==> config.mk <==
export PLATFORM = sky130hd
export DESIGN_NAME = carrier_freq_discriminator_cfg
export DESIGN_NICKNAME = d
export VERILOG_FILES = /design/src/core/freq_disc_pkg.sv /design/src/core/phase_delay_mem.sv /design/src/core/carrier_freq_discriminator_cfg.sv
export SDC_FILE = /design/constraint.sdc
export NUM_CORES = 1
export LEC_CHECK = 0
export ABC_CLOCK_PERIOD_IN_PS = 4900
export BUFFER_PORTS_ARGS = -buffer_cell sky130_fd_sc_hd__buf_2
export CELL_PAD_IN_SITES_DETAIL_PLACEMENT = 0
export CELL_PAD_IN_SITES_GLOBAL_PLACEMENT = 1
export CORE_UTILIZATION = 30
export DETAILED_ROUTE_END_ITERATION = 12
export GPL_TIMING_DRIVEN = 0
export PLACE_DENSITY = 0.52
export SETUP_SLACK_MARGIN = 0.15
export SLEW_MARGIN = 5
export SYNTH_ARGS = -nofsm -noshare
export SYNTH_HDL_FRONTEND = slang
export SYNTH_SLANG_ARGS = --single-unit
==> constraint.sdc <==
create_clock -name hclk -period 4.9 [get_ports hclk]
set_input_delay 0.49 -clock hclk [delete_from_list [all_inputs] [get_ports hclk]]
set_output_delay 0.49 -clock hclk [all_outputs]
set_load 0.01 [all_outputs]
==> src/core/freq_disc_pkg.sv <==
// shared constants and types of the carrier frequency discriminator block
package freq_disc_pkg;
  localparam int REG_W = 8;
  localparam int BUS_W = 32;
  // register indices; the byte address is four times the index
  localparam logic [31:0] IDX_DLY = 32'h0000_0004;
  localparam logic [31:0] IDX_FED = 32'h0000_0005;
  localparam logic [31:0] IDX_CLF = 32'h0000_0006;
  localparam logic [31:0] ADDR_DLY = IDX_DLY << 2;
  localparam logic [31:0] ADDR_FED = IDX_FED << 2;
  localparam logic [31:0] ADDR_CLF = IDX_CLF << 2;
  localparam logic [REG_W-1:0] RST_DLY = 8'h00;
  localparam logic [REG_W-1:0] RST_FED = 8'h00;
  localparam logic [REG_W-1:0] RST_CLF = 8'h00;
  // field layout
  localparam int K_LSB = 0;
  localparam int K_W = 3;
  localparam int SH_LSB = 0;
  localparam int SH_W = 3;
  localparam int OFS_LSB = 3;
  localparam int OFS_W = 5;
  localparam int ROUTE_BIT = 6;
  localparam logic [K_W-1:0] K_MAX = 3'h4;
  localparam logic [SH_W-1:0] SH_MAX = 3'h4;
  // bus codes
  localparam logic [1:0] TR_NONSEQ = 2'h2;
  localparam logic HRESP_OKAY = 1'b0;
  typedef enum logic [1:0] {
    SEL_NONE = 2'h0,
    SEL_DLY = 2'h1,
    SEL_FED = 2'h2,
    SEL_CLF = 2'h3
  } reg_sel_t;
endpackage

==> src/core/phase_delay_mem.sv <==
// small phase history memory with registered read data
`timescale 1ns/1ns
module phase_delay_mem #(
  parameter int W = 16,
  parameter int DEPTH = 16,
  parameter int AW = 4
) (
  // clock and reset
  input wire logic hclk,
  input wire logic hresetn,
  // write side
  input wire logic wr_en,
  input wire logic [AW-1:0] wr_addr,
  input wire logic [W-1:0] wr_data,
  // read side
  input wire logic rd_en,
  input wire logic [AW-1:0] rd_addr,
  output logic [W-1:0] rd_data
);
  typedef struct packed {
    logic [DEPTH-1:0][W-1:0] mem;
    logic [W-1:0] rd;
  } mem_state_t;

  mem_state_t st_r;
  mem_state_t st_nxt;

  // read before write, so a full-depth delay sees the oldest word
  always_comb begin
    st_nxt = st_r;
    if (rd_en) begin
      st_nxt.rd = st_r.mem[rd_addr];
    end
    if (wr_en) begin
      st_nxt.mem[wr_addr] = wr_data;
    end
  end

  always_ff @(posedge hclk or negedge hresetn) begin
    if (!hresetn) begin
      st_r <= '0;
    end else begin
      st_r <= st_nxt;
    end
  end

  assign rd_data = st_r.rd;
endmodule

==> src/core/carrier_freq_discriminator_cfg.sv <==
// carrier frequency discriminator, error shift and serial output routing with its registers
// How it works
// - frequency estimate is present phase minus a delayed earlier phase sample
// - 3-bit field K selects a delay of two to the K samples, 1 to 16
// - the delay length sets discriminator gain; longer delay, larger output
// - frequency offset is a 5-bit fractional two's complement value, msb weighs -1
// - offset is added with wrap-around, never saturating
// - offset lines up with the five top bits of the discriminator output
// - frequency error result is shifted left by a 3-bit count, zero to four
// - routing bit clear sends the lag accumulator alone to serial output
// - routing bit set sends lead plus lag sum to serial output
`timescale 1ns/1ns
module carrier_freq_discriminator_cfg
  import freq_disc_pkg::*;
#(
  parameter int PW = 16,
  parameter int LW = 32,
  parameter int DEPTH = 16,
  parameter int AW = 4
) (
  // clock and reset
  input wire logic hclk,
  input wire logic hresetn,
  // ahb-lite slave
  input wire logic hsel,
  input wire logic [31:0] haddr,
  input wire logic [1:0] htrans,
  input wire logic hwrite,
  input wire logic [2:0] hsize,
  input wire logic [BUS_W-1:0] hwdata,
  input wire logic hready,
  output logic hreadyout,
  output logic hresp,
  output logic [BUS_W-1:0] hrdata,
  // phase samples from the polar converter
  input wire logic phase_valid,
  input wire logic [PW-1:0] phase_in,
  // frequency results
  output logic disc_valid,
  output logic [PW-1:0] disc_out,
  output logic [PW-1:0] ferr_out,
  // carrier loop filter terms and serial output path
  input wire logic [LW-1:0] lead_in,
  input wire logic [LW-1:0] lag_in,
  output logic [LW-1:0] ser_out
);
  typedef struct packed {
    logic [REG_W-1:0] dly;
    logic [REG_W-1:0] fed;
    logic [REG_W-1:0] clf;
    logic dp_wr;
    reg_sel_t dp_sel;
    logic [BUS_W-1:0] rdata;
    logic [AW-1:0] wptr;
    logic [PW-1:0] cur;
    logic v1;
    logic [PW-1:0] disc;
    logic [PW-1:0] ferr;
    logic v2;
    logic [LW-1:0] ser;
  } state_t;

  localparam state_t ST_RST = '{
    dly: RST_DLY,
    fed: RST_FED,
    clf: RST_CLF,
    dp_wr: 1'b0,
    dp_sel: SEL_NONE,
    rdata: '0,
    wptr: '0,
    cur: '0,
    v1: 1'b0,
    disc: '0,
    ferr: '0,
    v2: 1'b0,
    ser: '0
  };

  state_t st_r;
  state_t st_nxt;

  logic addr_ok;
  logic [K_W-1:0] k_fld;
  logic [K_W-1:0] k_eff;
  logic [SH_W-1:0] sh_fld;
  logic [OFS_W-1:0] ofs_fld;
  logic [PW-1:0] ofs_ext;
  logic route;
  logic [AW-1:0] rd_addr;
  logic [PW-1:0] old_ph;

  function automatic reg_sel_t sel_of(input logic [31:0] a);
    if (a == ADDR_DLY) begin
      sel_of = SEL_DLY;
    end else if (a == ADDR_FED) begin
      sel_of = SEL_FED;
    end else if (a == ADDR_CLF) begin
      sel_of = SEL_CLF;
    end else begin
      sel_of = SEL_NONE;
    end
  endfunction

  function automatic logic [BUS_W-1:0] read_of(input reg_sel_t s, input state_t q);
    read_of = '0;
    unique case (s)
      SEL_DLY: read_of = {{(BUS_W-REG_W){1'b0}}, q.dly};
      SEL_FED: read_of = {{(BUS_W-REG_W){1'b0}}, q.fed};
      SEL_CLF: read_of = {{(BUS_W-REG_W){1'b0}}, q.clf};
      SEL_NONE: read_of = '0;
    endcase
  endfunction

  assign addr_ok = hsel && hready && htrans[1];
  assign k_fld = st_r.dly[K_LSB +: K_W];
  assign sh_fld = st_r.fed[SH_LSB +: SH_W];
  assign ofs_fld = st_r.fed[OFS_LSB +: OFS_W];
  assign route = st_r.clf[ROUTE_BIT];
  // undefined delay codes fold onto the longest delay
  assign k_eff = (k_fld > K_MAX) ? K_MAX : k_fld;
  // the memory wraps, so a delay of DEPTH reads the slot about to be overwritten
  assign rd_addr = AW'(st_r.wptr - (AW'(1) << k_eff));
  // offset bits sit on the top five bits, the rest below are zero
  assign ofs_ext = {ofs_fld, {(PW-OFS_W){1'b0}}};

  phase_delay_mem #(
    .W(PW),
    .DEPTH(DEPTH),
    .AW(AW)
  ) u_hist (
    .hclk(hclk),
    .hresetn(hresetn),
    .wr_en(phase_valid),
    .wr_addr(st_r.wptr),
    .wr_data(phase_in),
    .rd_en(phase_valid),
    .rd_addr(rd_addr),
    .rd_data(old_ph)
  );

  always_comb begin
    st_nxt = st_r;
    // write data phase; upper reserved bits are stored as given
    if (st_r.dp_wr) begin
      unique case (st_r.dp_sel)
        SEL_DLY: st_nxt.dly = hwdata[REG_W-1:0];
        SEL_FED: st_nxt.fed = hwdata[REG_W-1:0];
        SEL_CLF: st_nxt.clf = hwdata[REG_W-1:0];
        SEL_NONE: st_nxt.dly = st_r.dly;
      endcase
    end
    st_nxt.dp_wr = 1'b0;
    st_nxt.dp_sel = SEL_NONE;
    // read data taken from the updated copy so a write then read is coherent
    if (addr_ok) begin
      st_nxt.dp_wr = hwrite;
      st_nxt.dp_sel = sel_of(haddr);
      if (!hwrite) begin
        st_nxt.rdata = read_of(sel_of(haddr), st_nxt);
      end
    end
    // stage one: hold the present sample while the old one is fetched
    st_nxt.v1 = phase_valid;
    if (phase_valid) begin
      st_nxt.cur = phase_in;
      st_nxt.wptr = AW'(st_r.wptr + 1'b1);
    end
    // stage two: difference plus offset, modulo the word width
    st_nxt.v2 = st_r.v1;
    if (st_r.v1) begin
      st_nxt.disc = PW'(st_r.cur - old_ph + ofs_ext);
      // top bits drop off, zeros enter below; codes above four are the host's fault
      st_nxt.ferr = PW'(st_nxt.disc << sh_fld);
    end
    // serial output term follows the routing bit every cycle
    st_nxt.ser = route ? LW'(lead_in + lag_in) : lag_in;
  end

  always_ff @(posedge hclk or negedge hresetn) begin
    if (!hresetn) begin
      st_r <= ST_RST;
    end else begin
      st_r <= st_nxt;
    end
  end

  // zero wait state slave, always okay
  assign hreadyout = 1'b1;
  assign hresp = HRESP_OKAY;
  assign hrdata = st_r.rdata;
  assign disc_valid = st_r.v2;
  assign disc_out = st_r.disc;
  assign ferr_out = st_r.ferr;
  assign ser_out = st_r.ser;
endmodule

==> results of run 1 <==
## critical path: stages (launching register included)
cell	delay (ns)
dfrtp_1	0.47
nor3_1	0.25
ha_1	0.17
inv_1	0.05
fa_1	0.48
clkbuf_1	0.61
clkbuf_2	0.51
clkbuf_1	0.65
mux4_2	0.41
nand2_1	0.15
nand3_1	0.10
o211ai_1	0.19
o21ai_0	0.13
## power by group
| part | internal [mW] | switching (mW) | total (mW) |
|---|---|---|---|
| registers | 4.52 | 0.607 | 5.13 |
| clock network | 2.10 | 1.45 | 3.56 |
| logic | 3.37 | 3.43 | 6.80 |
## layout make-up
type	count	area, um^2
well taps	931	1160
clock buffers	69	1410
flip-flops and latches	393	9830
fillers	6877	43800
repair buffers	207	1150
inverters	54	203
multi-input cells	1107	9950
diodes	2	5.00
plain buffers	192	1090
clock inverters	16	178
## synth_stat cells, drive strengths merged, types with 27 or more instances
cell type | count | area, um^2
a21oi | 42 | 210
buf | 115 | 803
clkbuf | 77 | 289
dfrtp | 393 | 9830
ha | 63 | 788
inv | 53 | 199
mux2 | 328 | 3690
mux4 | 70 | 1580
nand2 | 123 | 462
nand3 | 39 | 195
nor2 | 58 | 218
o21ai | 55 | 275
xnor2 | 27 | 236
## stage by stage
| step | total power, mW | hold slack, ns | std cells | cell area, um^2 | worst slack [ns] |
|---|---|---|---|---|---|
| 2_1_floorplan | 9.92 | 0.194 | 1746 | 21100 | 1.81 |
| 3_3_place_gp | 11.9 | 0.470 | 2876 | 23200 | -4.76 |
| 3_5_place_dp | 12.0 | 0.473 | 2883 | 23400 | 0.238 |
| 4_1_cts | 15.7 | 0.0466 | 2969 | 25000 | 0.209 |
| 5_1_grt | 16.6 | 0.0687 | 2971 | 25000 | 0.306 |
| 6_report | 15.5 | 0.0841 | 2971 | 25000 | 0.557 |
## final timing paths
path | end | slack, ns | depth (start not counted) | startpoint
setup / recovery | u_hist.rd_data[10] | 0.56 | 12 | k_fld[0]
hold / removal | ser_out[31] | 0.08 | 2 | lag_in[31]
setup reg to reg | u_hist.rd_data[10] | 0.56 | 12 | k_fld[0]
hold reg to reg | ferr_out[5] | 0.48 | 1 | ferr_out[5]
max in group asynchronous | hrdata[6] | 2.84 | 5 | hresetn
min in group asynchronous | u_hist.st_r[79] | 0.46 | 2 | hresetn
## kinds of logic after synthesis
family	after synthesis	synth area share, %
muxes	408	25.7
DFF	393	46.9
buffers and inverters	246	6.18
xor gates and xnor gates	35	1.46
AOI/OAI and AO/OA	235	7.74
other	2	0.0358
and+or+nand+nor	333	7.59
adders and majority gates	70	4.43
## per-layer routing
layer  global-route usage [%]  part of all wire, %  vias to the layer above
met1                     23.4                   48                     7321
met5                        0                    0                        -
met3                     2.26                  2.8                       62
li1                         -                    -                     6713
met2                     27.4                   47                      203
met4                     4.19                  2.0                        0
## cells in the final DEF (no fill, tap or decap), types with 9 or more instances in the layout
cell type	netlist	final
dfrtp_1	393	393
mux2_2	328	328
buf_2	3	201
nand2_1	123	123
buf_4	98	101
clkbuf_1	77	83
mux4_2	68	68
ha_1	63	63
nor2_1	58	58
o21ai_0	55	55
inv_1	53	53
clkbuf_16	0	47
a21oi_1	42	42
nand3_1	39	39
xnor2_1	27	27
conb_1	2	26
a21o_1	21	21
o211ai_1	21	21
nor3_1	22	20
nor2b_1	15	15
o21a_1	15	15
clkbuf_8	0	15
buf_1	14	14
a31oi_1	13	13
nand4_1	12	12
nand2b_1	11	11
mux2i_1	10	10
and2_1	9	9
a222oi_1	9	9
## sequential cells by signal, summed over array words and instances (netlist names)
register and cells:
disc_out 16, disc_valid 1, ferr_out 16, hrdata 8, k_fld 3, ofs_ext 5
route 1, ser_out 32, sh_fld 3, st_nxt 1, st_r 35, u_hist.rd_data 16
u_hist.st_r 256
## repair_timing
item	CTS	global route
hold endpoints to repair	66	0
setup endpoints to repair	0	9
gates resized for setup	0	3
hold buffers	1	0
==> reports/results.txt, run 1 <==
The flow ran to the end, and the final reports show no timing, DRC or antenna violations. The later-pin clock latency in the skew report was 0.61 ns; the final routed wire length divided by cell count was 19.7 um. The overall die area is 70900 um^2. STA classifies the critical path endpoint as a register. Timing would allow up to 0.230 GHz. Clock-pin slew was measured on the worst setup and hold paths at 0.06 ns.

Summing every instance area after synthesis gives 21000 um^2. TritonCTS built the clock tree. The first global-routing pass estimated 91500 um of wire. Count of unique library cells instantiated by Yosys: 69. The count of input and output buffers was 199; the number of antenna violations at the first check in global routing was 3.

Pin placement for this block handled 254 I/O pins. Clock tree synthesis found a total of 393 sinks. Dividing the final minimum period by the clock period gives 88.6%. The number of setup buffers added after CTS came out at 0.

The final antenna-violating net count was 0; the standard-cell row count was 96. The initial detailed-routing violation count was 677. At the pin with the least slew margin, the transition time is 1.34 ns.

Total power per unit cell area: 619 nW/um^2. Max-cap violations in this run came to 0. The congestion estimate from routability-driven global placement came to 0.825. The run gives 0 as the count of synthesis-stage warnings from yosys. The tools report the number of hold violations in the final report as 0.

The signed area change from the synthesized netlist to the final layout was 19.2%. The maximum ir drop on the vdd rail is 0.277 mV. A synthesized cell averages 12.2 um^2.

Of all flip-flops after synthesis, the portion carrying an async set or reset was 100%. At the worst endpoint, the required time is 5.35 ns. The final cell utilization of the core came out at 36.3%. CTS built an H-tree with a depth of 2. Setup repair after global routing left no endpoint under its margin. The logs give 0 for the final-report max-slew violation count and 14.9k for the number of global-route vias before repair. The placeable core region was 68800 um^2. X dimension of the die: 266 um. Entering global routing, the biggest net connects 106 pins. Once the floorplan was initialized, standard cells occupied 30.5% of the core. Routed wire length: 58500 um. The setup skew after layout is 0.0400 ns. In the routed layout, each cell is associated on average with a via count of 4.81. The critical path arrival is 4.79 ns, and the count of flip-flops with a built-in enable after synthesis is 0. The buffer levels on the longest clock path was 3; the share of cells above drive strength 1 was 39.3%. The critical path class was reg2reg. For this run, the leading register cell type out of synthesis is dfrtp_1. The final setup TNS came out at 0 ns.

From bottom edge to top edge, the die measures 266 um. The aggregate global-route resource usage came out at 16.8%. After detailed routing, the number of remaining DRC violations is 0.

The final critical delay including setup and external delays is 4.34 ns. The flip-flop and latch count after synthesis is 393, and the number of nets in the layout is 2227. The clock root buffer master was clkbuf_16. The cell count after synthesis came out at 1722.

Setup violations remaining at the end of the flow were counted as 0. The wire-length estimate of the detail-placed layout is 44500 um. The kind of path behind the tightest hold check was in2reg. Counting the buffers created by CTS gives 47.

For this block, the via count after detailed routing is 14.3k. The worst setup path is launched from a register. The total overflow left after global routing is 0. In this run the worst path has a maximum fanout of 10. The share of the Yosys chip area taken by registers is 46.9%.

The run gives 10.3% as the normalized max-slew margin. The first detailed-routing pass took 5 iterations. The analysis attributes to cell leakage a power of 11.2 nW.
Note: power is estimated with default switching activity, not from simulation.
==> inputs of run 2 (changes only) <==
Settings changed: BUFFER_PORTS_ARGS -buffer_cell sky130_fd_sc_hd__buf_2 to -buffer_cell sky130_fd_sc_hd__buf_4, HOLD_SLACK_MARGIN set to 0.1.
==> reports/results.txt, run 2 (synthesized netlist as in run 1, its figures left out) <==
The run gives 0.264 mV as the maximum ir drop on the vdd rail. The register with the most flip-flops was u_hist.st_r. The later-pin clock latency in the skew report is 0.62 ns, and the number of nets in the layout is 2231.

The signal on the critical path passes through nor3_1 -> ha_1 -> inv_1 -> fa_1 -> clkbuf_1 -> clkbuf_2 -> clkbuf_1 -> mux4_2 -> nand2_1 -> nand3_1 -> o211ai_1 -> o21ai_0. The worst path meets setup with 0.598 ns of slack. The first global-routing pass estimated 92500 um of wire. The tools report the iteration count of the initial detailed-routing pass as 6. For the worst setup path, the data arrival time is 4.77 ns. The tools report the pin count of the biggest net entering global routing as 113. The final routed wire length divided by cell count came out at 19.9 um.

Setup repair after global routing left no endpoint under its margin. The final cycle utilization of the critical path is 87.8%, and the total power per unit cell area is 615 nW/um^2. The number of flip-flops under the largest register name was 256; the number of I/O pins was 254. The placeable core region came out at 68800 um^2.

The flow ran to the end, and the final reports show no timing, DRC or antenna violations. Along the worst path, the maximum fanout reaches 10. The TritonCTS sink count came out at 393. The first routing iteration left 792 violations. Number of setup buffers added after CTS: 0. In the routed design, unresolved DRC markers number 0. In the layout the commonest cells are 393 x dfrtp_1, 328 x mux2_2, 299 x buf_4. TritonCTS built the clock tree.

The number of hold violations in the final report was 0; the x dimension of the die was 266 um. For this configuration, the core starts out at a cell density of 30.5%. The tools report the clock root buffer master as clkbuf_16. The logs give 3 for the number of antenna violations at the first check in global routing and 0 for the final antenna-violating net count.

The kind of path behind the tightest hold check was in2reg. The final critical delay including setup and external delays is 4.30 ns, and the count of input and output buffers is 199. In this run the static leakage power is 11.4 nW. Signed area change from the synthesized netlist to the final layout: 22.0%. The logs give 47 for the TritonCTS buffer count and 96 for the standard-cell row count.

Once detailed placement completed, the half-perimeter wirelength came to 44700 um. The kind of start point of the critical path was a register. The slowest stage of the critical path belongs to the cell clkbuf_1. For the pin with the worst max-slew slack, the measured transition is 1.13 ns. After layout, the design draws a total of 15.7 mW.

The number of global-route vias before repair came out at 15.0k. The largest stage delay on the critical path came out at 0.62 ns. By startpoint and endpoint, the worst setup path is classified as reg2reg. The max-cap check violation count is 0, and the buffer levels on the longest clock path is 3. Global routing consumed, over all layers together, 17.0% of the routing resources. The post-route netlist has 39.1% of its cells at a drive strength greater than 1. STA classifies the critical path endpoint as a register. The tools report the final global-route overflow total as 0.

For the final database, setup skew stands at 0.0464 ns. At the worst endpoint, the required time is 5.36 ns. Before CTS, the worst setup slack after placement is 0.219 ns. The maximum level of the CTS H-tree is 2.

The register clock-pin slew on the reported worst setup and hold paths came out at 0.06 ns. The average vias per placed instance was 4.81. The routed wire length was 59200 um; the normalized max-slew margin was 24.8%. The tools report the number of fillers in the final layout as 6794. Leaving out fill and tap cells, the most frequent cell in the layout is dfrtp_1. The most used cell along the critical path is clkbuf_1. The logs give 0.842 for the routability-driven placement congestion ratio and 14.3k for the number of vias after detailed routing.

The final-report max-slew violation count was 0. The die covers 70900 um^2. The run gives 0.232 GHz as the maximum achievable frequency. Setup violations remaining at the end of the flow were counted as 0.

From bottom edge to top edge, the die measures 266 um.
[run 2: path summary, 6_finish.rpt]
check / start / to / slack [ns] / cells after the start
setup reg to reg: k_fld[0] / u_hist.rd_data[5] / 0.60 / 12
hold / removal: lag_in[16] / ser_out[16] / 0.15 / 2
hold reg to reg: hrdata[7] / hrdata[7] / 0.48 / 2
max in group asynchronous: hresetn / st_r[119] / 2.85 / 4
setup / recovery: k_fld[0] / u_hist.rd_data[5] / 0.60 / 12
min in group asynchronous: hresetn / u_hist.st_r[47] / 0.49 / 2
[run 2: report_power, final]
| part | switching [mW] | total, mW | leakage (nW) | internal, mW |
|---|---|---|---|---|
| combinational | 3.46 | 6.93 | 5.76 | 3.48 |
| clock | 1.47 | 3.67 | 0.801 | 2.19 |
| sequential | 0.607 | 5.13 | 4.82 | 4.52 |
[run 2: layout make-up]
type	instances	area (um^2)	area share, %
plain buffers	192	1090	4.27
repair buffers	211	1670	6.51
clock inverters	21	313	1.22
clock buffers	67	1340	5.24
multi-input cells	1107	9960	38.9
well taps	931	1160	4.55
inverters	54	203	0.792
flip-flops and latches	393	9830	38.4
diodes	2	5.00	0.0196
[run 2: repair_timing]
action                                  in CTS  in global routing
hold buffers                                 6                  0
gates resized for setup                      0                  3
hold endpoints to repair                    82                  0
endpoints found under the setup margin       0                 10
[run 2: layer usage]
metal	share of wire, %	GRT usage [%]	vias to the layer above
met5	0	0	-
met4	2.0	4.63	0
met3	3.5	2.03	67
met2	48	27.9	258
met1	46	23.6	7286
li1	-	-	6721
[run 2: worst max-delay path, delay by kind of cell, from the launching register on]
family / cells / cell delay (ns)
AND/OR/NAND/NOR: 3 / 0.48
adder cells (fa/ha/maj): 2 / 0.67
multiplexers: 1 / 0.42
AO/OA/AOI/OAI: 2 / 0.33
buffers and inverters: 4 / 1.77
flip-flops: 1 / 0.47
[run 2: metrics by stage]
| stage | hold slack (ns) | TNS [ns] | instance area [um^2] | util, % | std cells |
|---|---|---|---|---|---|
| after floorplan | 0.194 | 0 | 21100 | - | 1746 |
| after global placement | 0.470 | -286.03 | 23700 | 34.5 | 2876 |
| after detailed placement | 0.473 | 0 | 23900 | 34.7 | 2882 |
| after CTS | 0.104 | 0 | 25600 | 37.1 | 2976 |
| after global routing | 0.121 | 0 | 25600 | 37.2 | 2978 |
| final | 0.150 | 0 | 25600 | 37.2 | 2978 |
==> inputs of run 3 (changes only) <==
Settings changed: CORE_MARGIN set to 2.
==> reports/results.txt, run 3 (synthesized netlist as in run 1, its figures left out) <==
Share of cells above drive strength 1: 39.1%. The critical path in this run is classified as reg2reg. At the later pin of the worst-skew pair, clock insertion delay measures 0.61 ns. The library cell used most frequently in the layout, excluding fill and tap cells, is dfrtp_1. At the pin with the least slew margin, the transition time is 1.15 ns. Net switching share of the total power: 35.2%. The run gives 0 as the setup-violating endpoint count in the final report.

In the routed design, unresolved DRC markers number 0. The worst-case IR drop observed on VDD is 0.245 mV. The run gives 0 as the max-cap check violation count. The total length of routed met3 wires is 2620 um, and the final cycle utilization of the critical path is 90.5%.

The run gives 7 as the iteration count of the initial detailed-routing pass. In this run the power density over the cells is 618 nW/um^2. Final-report max-slew violation count: 0.

The normalized max-slew margin is 23.2%, and the detailed placement HPWL is 45500 um. Total power for the finished layout comes to 15.9 mW. The flow ran to the end, and the final reports show no timing, DRC or antenna violations. The filler cells instantiated in the layout total 6833. For flop-to-flop paths, the worst setup slack is 0.46 ns. The run gives 2 as the number of antenna violations at the first check in global routing.

The kind of start point of the critical path is a register. The first global-routing pass estimated 94300 um of wire. The maximum achievable frequency came out at 0.225 GHz. For this design the top-level I/O count stands at 254. For the number of global-route vias before repair, the log shows 15.0k. The tools report the routability-driven placement congestion ratio as 0.811.

Final critical delay including setup and external delays: 4.44 ns. Once the clock tree was built, the setup fixing pass inserted 0 buffers. The x dimension of the die was 268 um; the standard-cell row count was 96. In this run the worst setup path terminates at u_hist.rd_data[4]. The effective utilization at floorplan was 30.4%; the initial detailed-routing violation count was 916.

Switching power summed over all nets: 5.59 mW. The TritonCTS sink count was 393; the final routed wire length divided by cell count was 20.6 um. In this run the worst hold path is classified as in2reg. The tools report the leakage power figure as 11.4 nW. Setup repair after global routing left no endpoint under its margin. Aggregate global-route resource usage: 17.3%. Leaving out fill and tap cells, the most frequent cells in the layout are 393 x dfrtp_1, 328 x mux2_2, 300 x buf_4. In this run the top signal layer used is met4. Detailed routing placed a total of 29700 um of wire on met2.

Clock-pin slew was measured on the worst setup and hold paths at 0.06 ns. STA classifies the critical path endpoint as a register. The worst register-to-register path ends at u_hist.rd_data[4]. The overall die area is 72000 um^2, and the largest fanout of any net on the critical path is 10. The final global-route overflow total is 0, and the count of input and output buffers is 199. For the internal portion of total power, the log shows 10.3 mW. With fillers left out, the area of the finished cells amounts to 25700 um^2. Clock skew on the completed layout was measured at 0.0198 ns. The critical path arrival is 4.90 ns, and the maximum level of the CTS H-tree is 2. The logs give 43.9% for the part of the power in combinational logic and 68900 um^2 for the placeable core region. The register with the most flip-flops was u_hist.st_r. The die extent in y was 268 um; the sequential group share of total power was 32.3%.

The number of flip-flops under the largest register name came out at 256. The startpoint identified for the worst register-to-register timing path is k_fld[0]. The launch point of the worst path was k_fld[0]. From synthesis to final layout, the design area changed by 22.5%. Using the TritonRoute via totals, the vias-per-cell ratio works out to 4.85.

The tools report the number of vias after detailed routing as 14.5k. The logs give 3 for the buffer levels on the longest clock path and 48 for the TritonCTS buffer count. The worst register-to-register path has a depth of 12. The routed wire length came out at 61300 um. CTS placed an instance of clkbuf_16 at the clock tree root.

The data required time at the worst endpoint is 5.36 ns. The pin count of the biggest net entering global routing came out at 113. TritonCTS built the clock tree. The detailed router put a total of 27900 um of wire on met1. After detailed placement, the total cell area comes to 23900 um^2. The number of nets in the layout is 2237, and the number of hold violations in the final report is 0. The tools report the share of total power in the clock network as 23.8%. The final antenna-violating net count came out at 0. Cells fill 37.2% of the core in the end.
[run 3: worst min path at each step]
stage                      endpoint       start  cells past startpoint  slack [ns]
floorplan               disc_out[0]     hresetn                      0        0.19
global placement          hrdata[3]   hrdata[3]                      2        0.47
detailed placement  u_hist.st_r[48]     hresetn                      1        0.28
CTS                     ser_out[15]  lag_in[15]                      2        0.10
global route            ser_out[14]  lag_in[14]                      2        0.12
finish                  ser_out[11]  lag_in[11]                      2        0.14
[run 3: power by group through the flow]
stage / sequential (mW) / combinational [mW] / clock, mW
floorplan: 4.95 / 4.96 / 0
global placement: 5.13 / 6.93 / 0
detailed placement: 5.18 / 7.02 / 0
CTS: 5.13 / 7.06 / 3.88
global route: 5.29 / 7.65 / 4.02
finish: 5.13 / 6.97 / 3.77
[run 3: worst max-delay path, cell delays in order (launching register included)]
cell	delay, ns
dfrtp_1	0.48
nor3_1	0.27
ha_1	0.18
inv_1	0.06
fa_1	0.48
clkbuf_1	0.67
clkbuf_2	0.52
clkbuf_1	0.62
mux4_2	0.42
nand2_1	0.17
nand3_1	0.10
o211ai_1	0.18
o21ai_0	0.13
[run 3: stage by stage]
stage                     cells  hold WS (ns)  worst slack [ns]  setup TNS, ns
final                      2982         0.141             0.463              0
after global routing       2981         0.117             0.222              0
after CTS                  2981         0.101             0.176              0
after detailed placement   2884         0.281             0.189              0
after global placement     2876         0.470            -0.795        -288.99
after floorplan            1746         0.194              1.81              0
[run 3: per-layer routing]
metal / GRT usage, % / up-vias
met3: 3.01 / 71
met5: 0 / -
met1: 23.4 / 7379
li1: - / 6748
met4: 3.87 / 0
met2: 28.8 / 266
[run 3: cell type report]
cell class	instances	area [um^2]	share of cell area, %
buffer	192	1090	4.26
clock inverter	16	265	1.03
clock buffer	72	1420	5.54
sequential	393	9830	38.3
tap	931	1160	4.54
antenna	1	2.50	0.00975
multi-input combinational	1107	9960	38.8
inverter	54	203	0.789
timing repair buffer	216	1730	6.74
[run 3: timing repair]
action / 4_1_cts / 5_1_grt
hold endpoints to repair: 117 / 0
gates resized for setup: 0 / 3
endpoints found under the setup margin: 0 / 10
hold buffers: 9 / 0
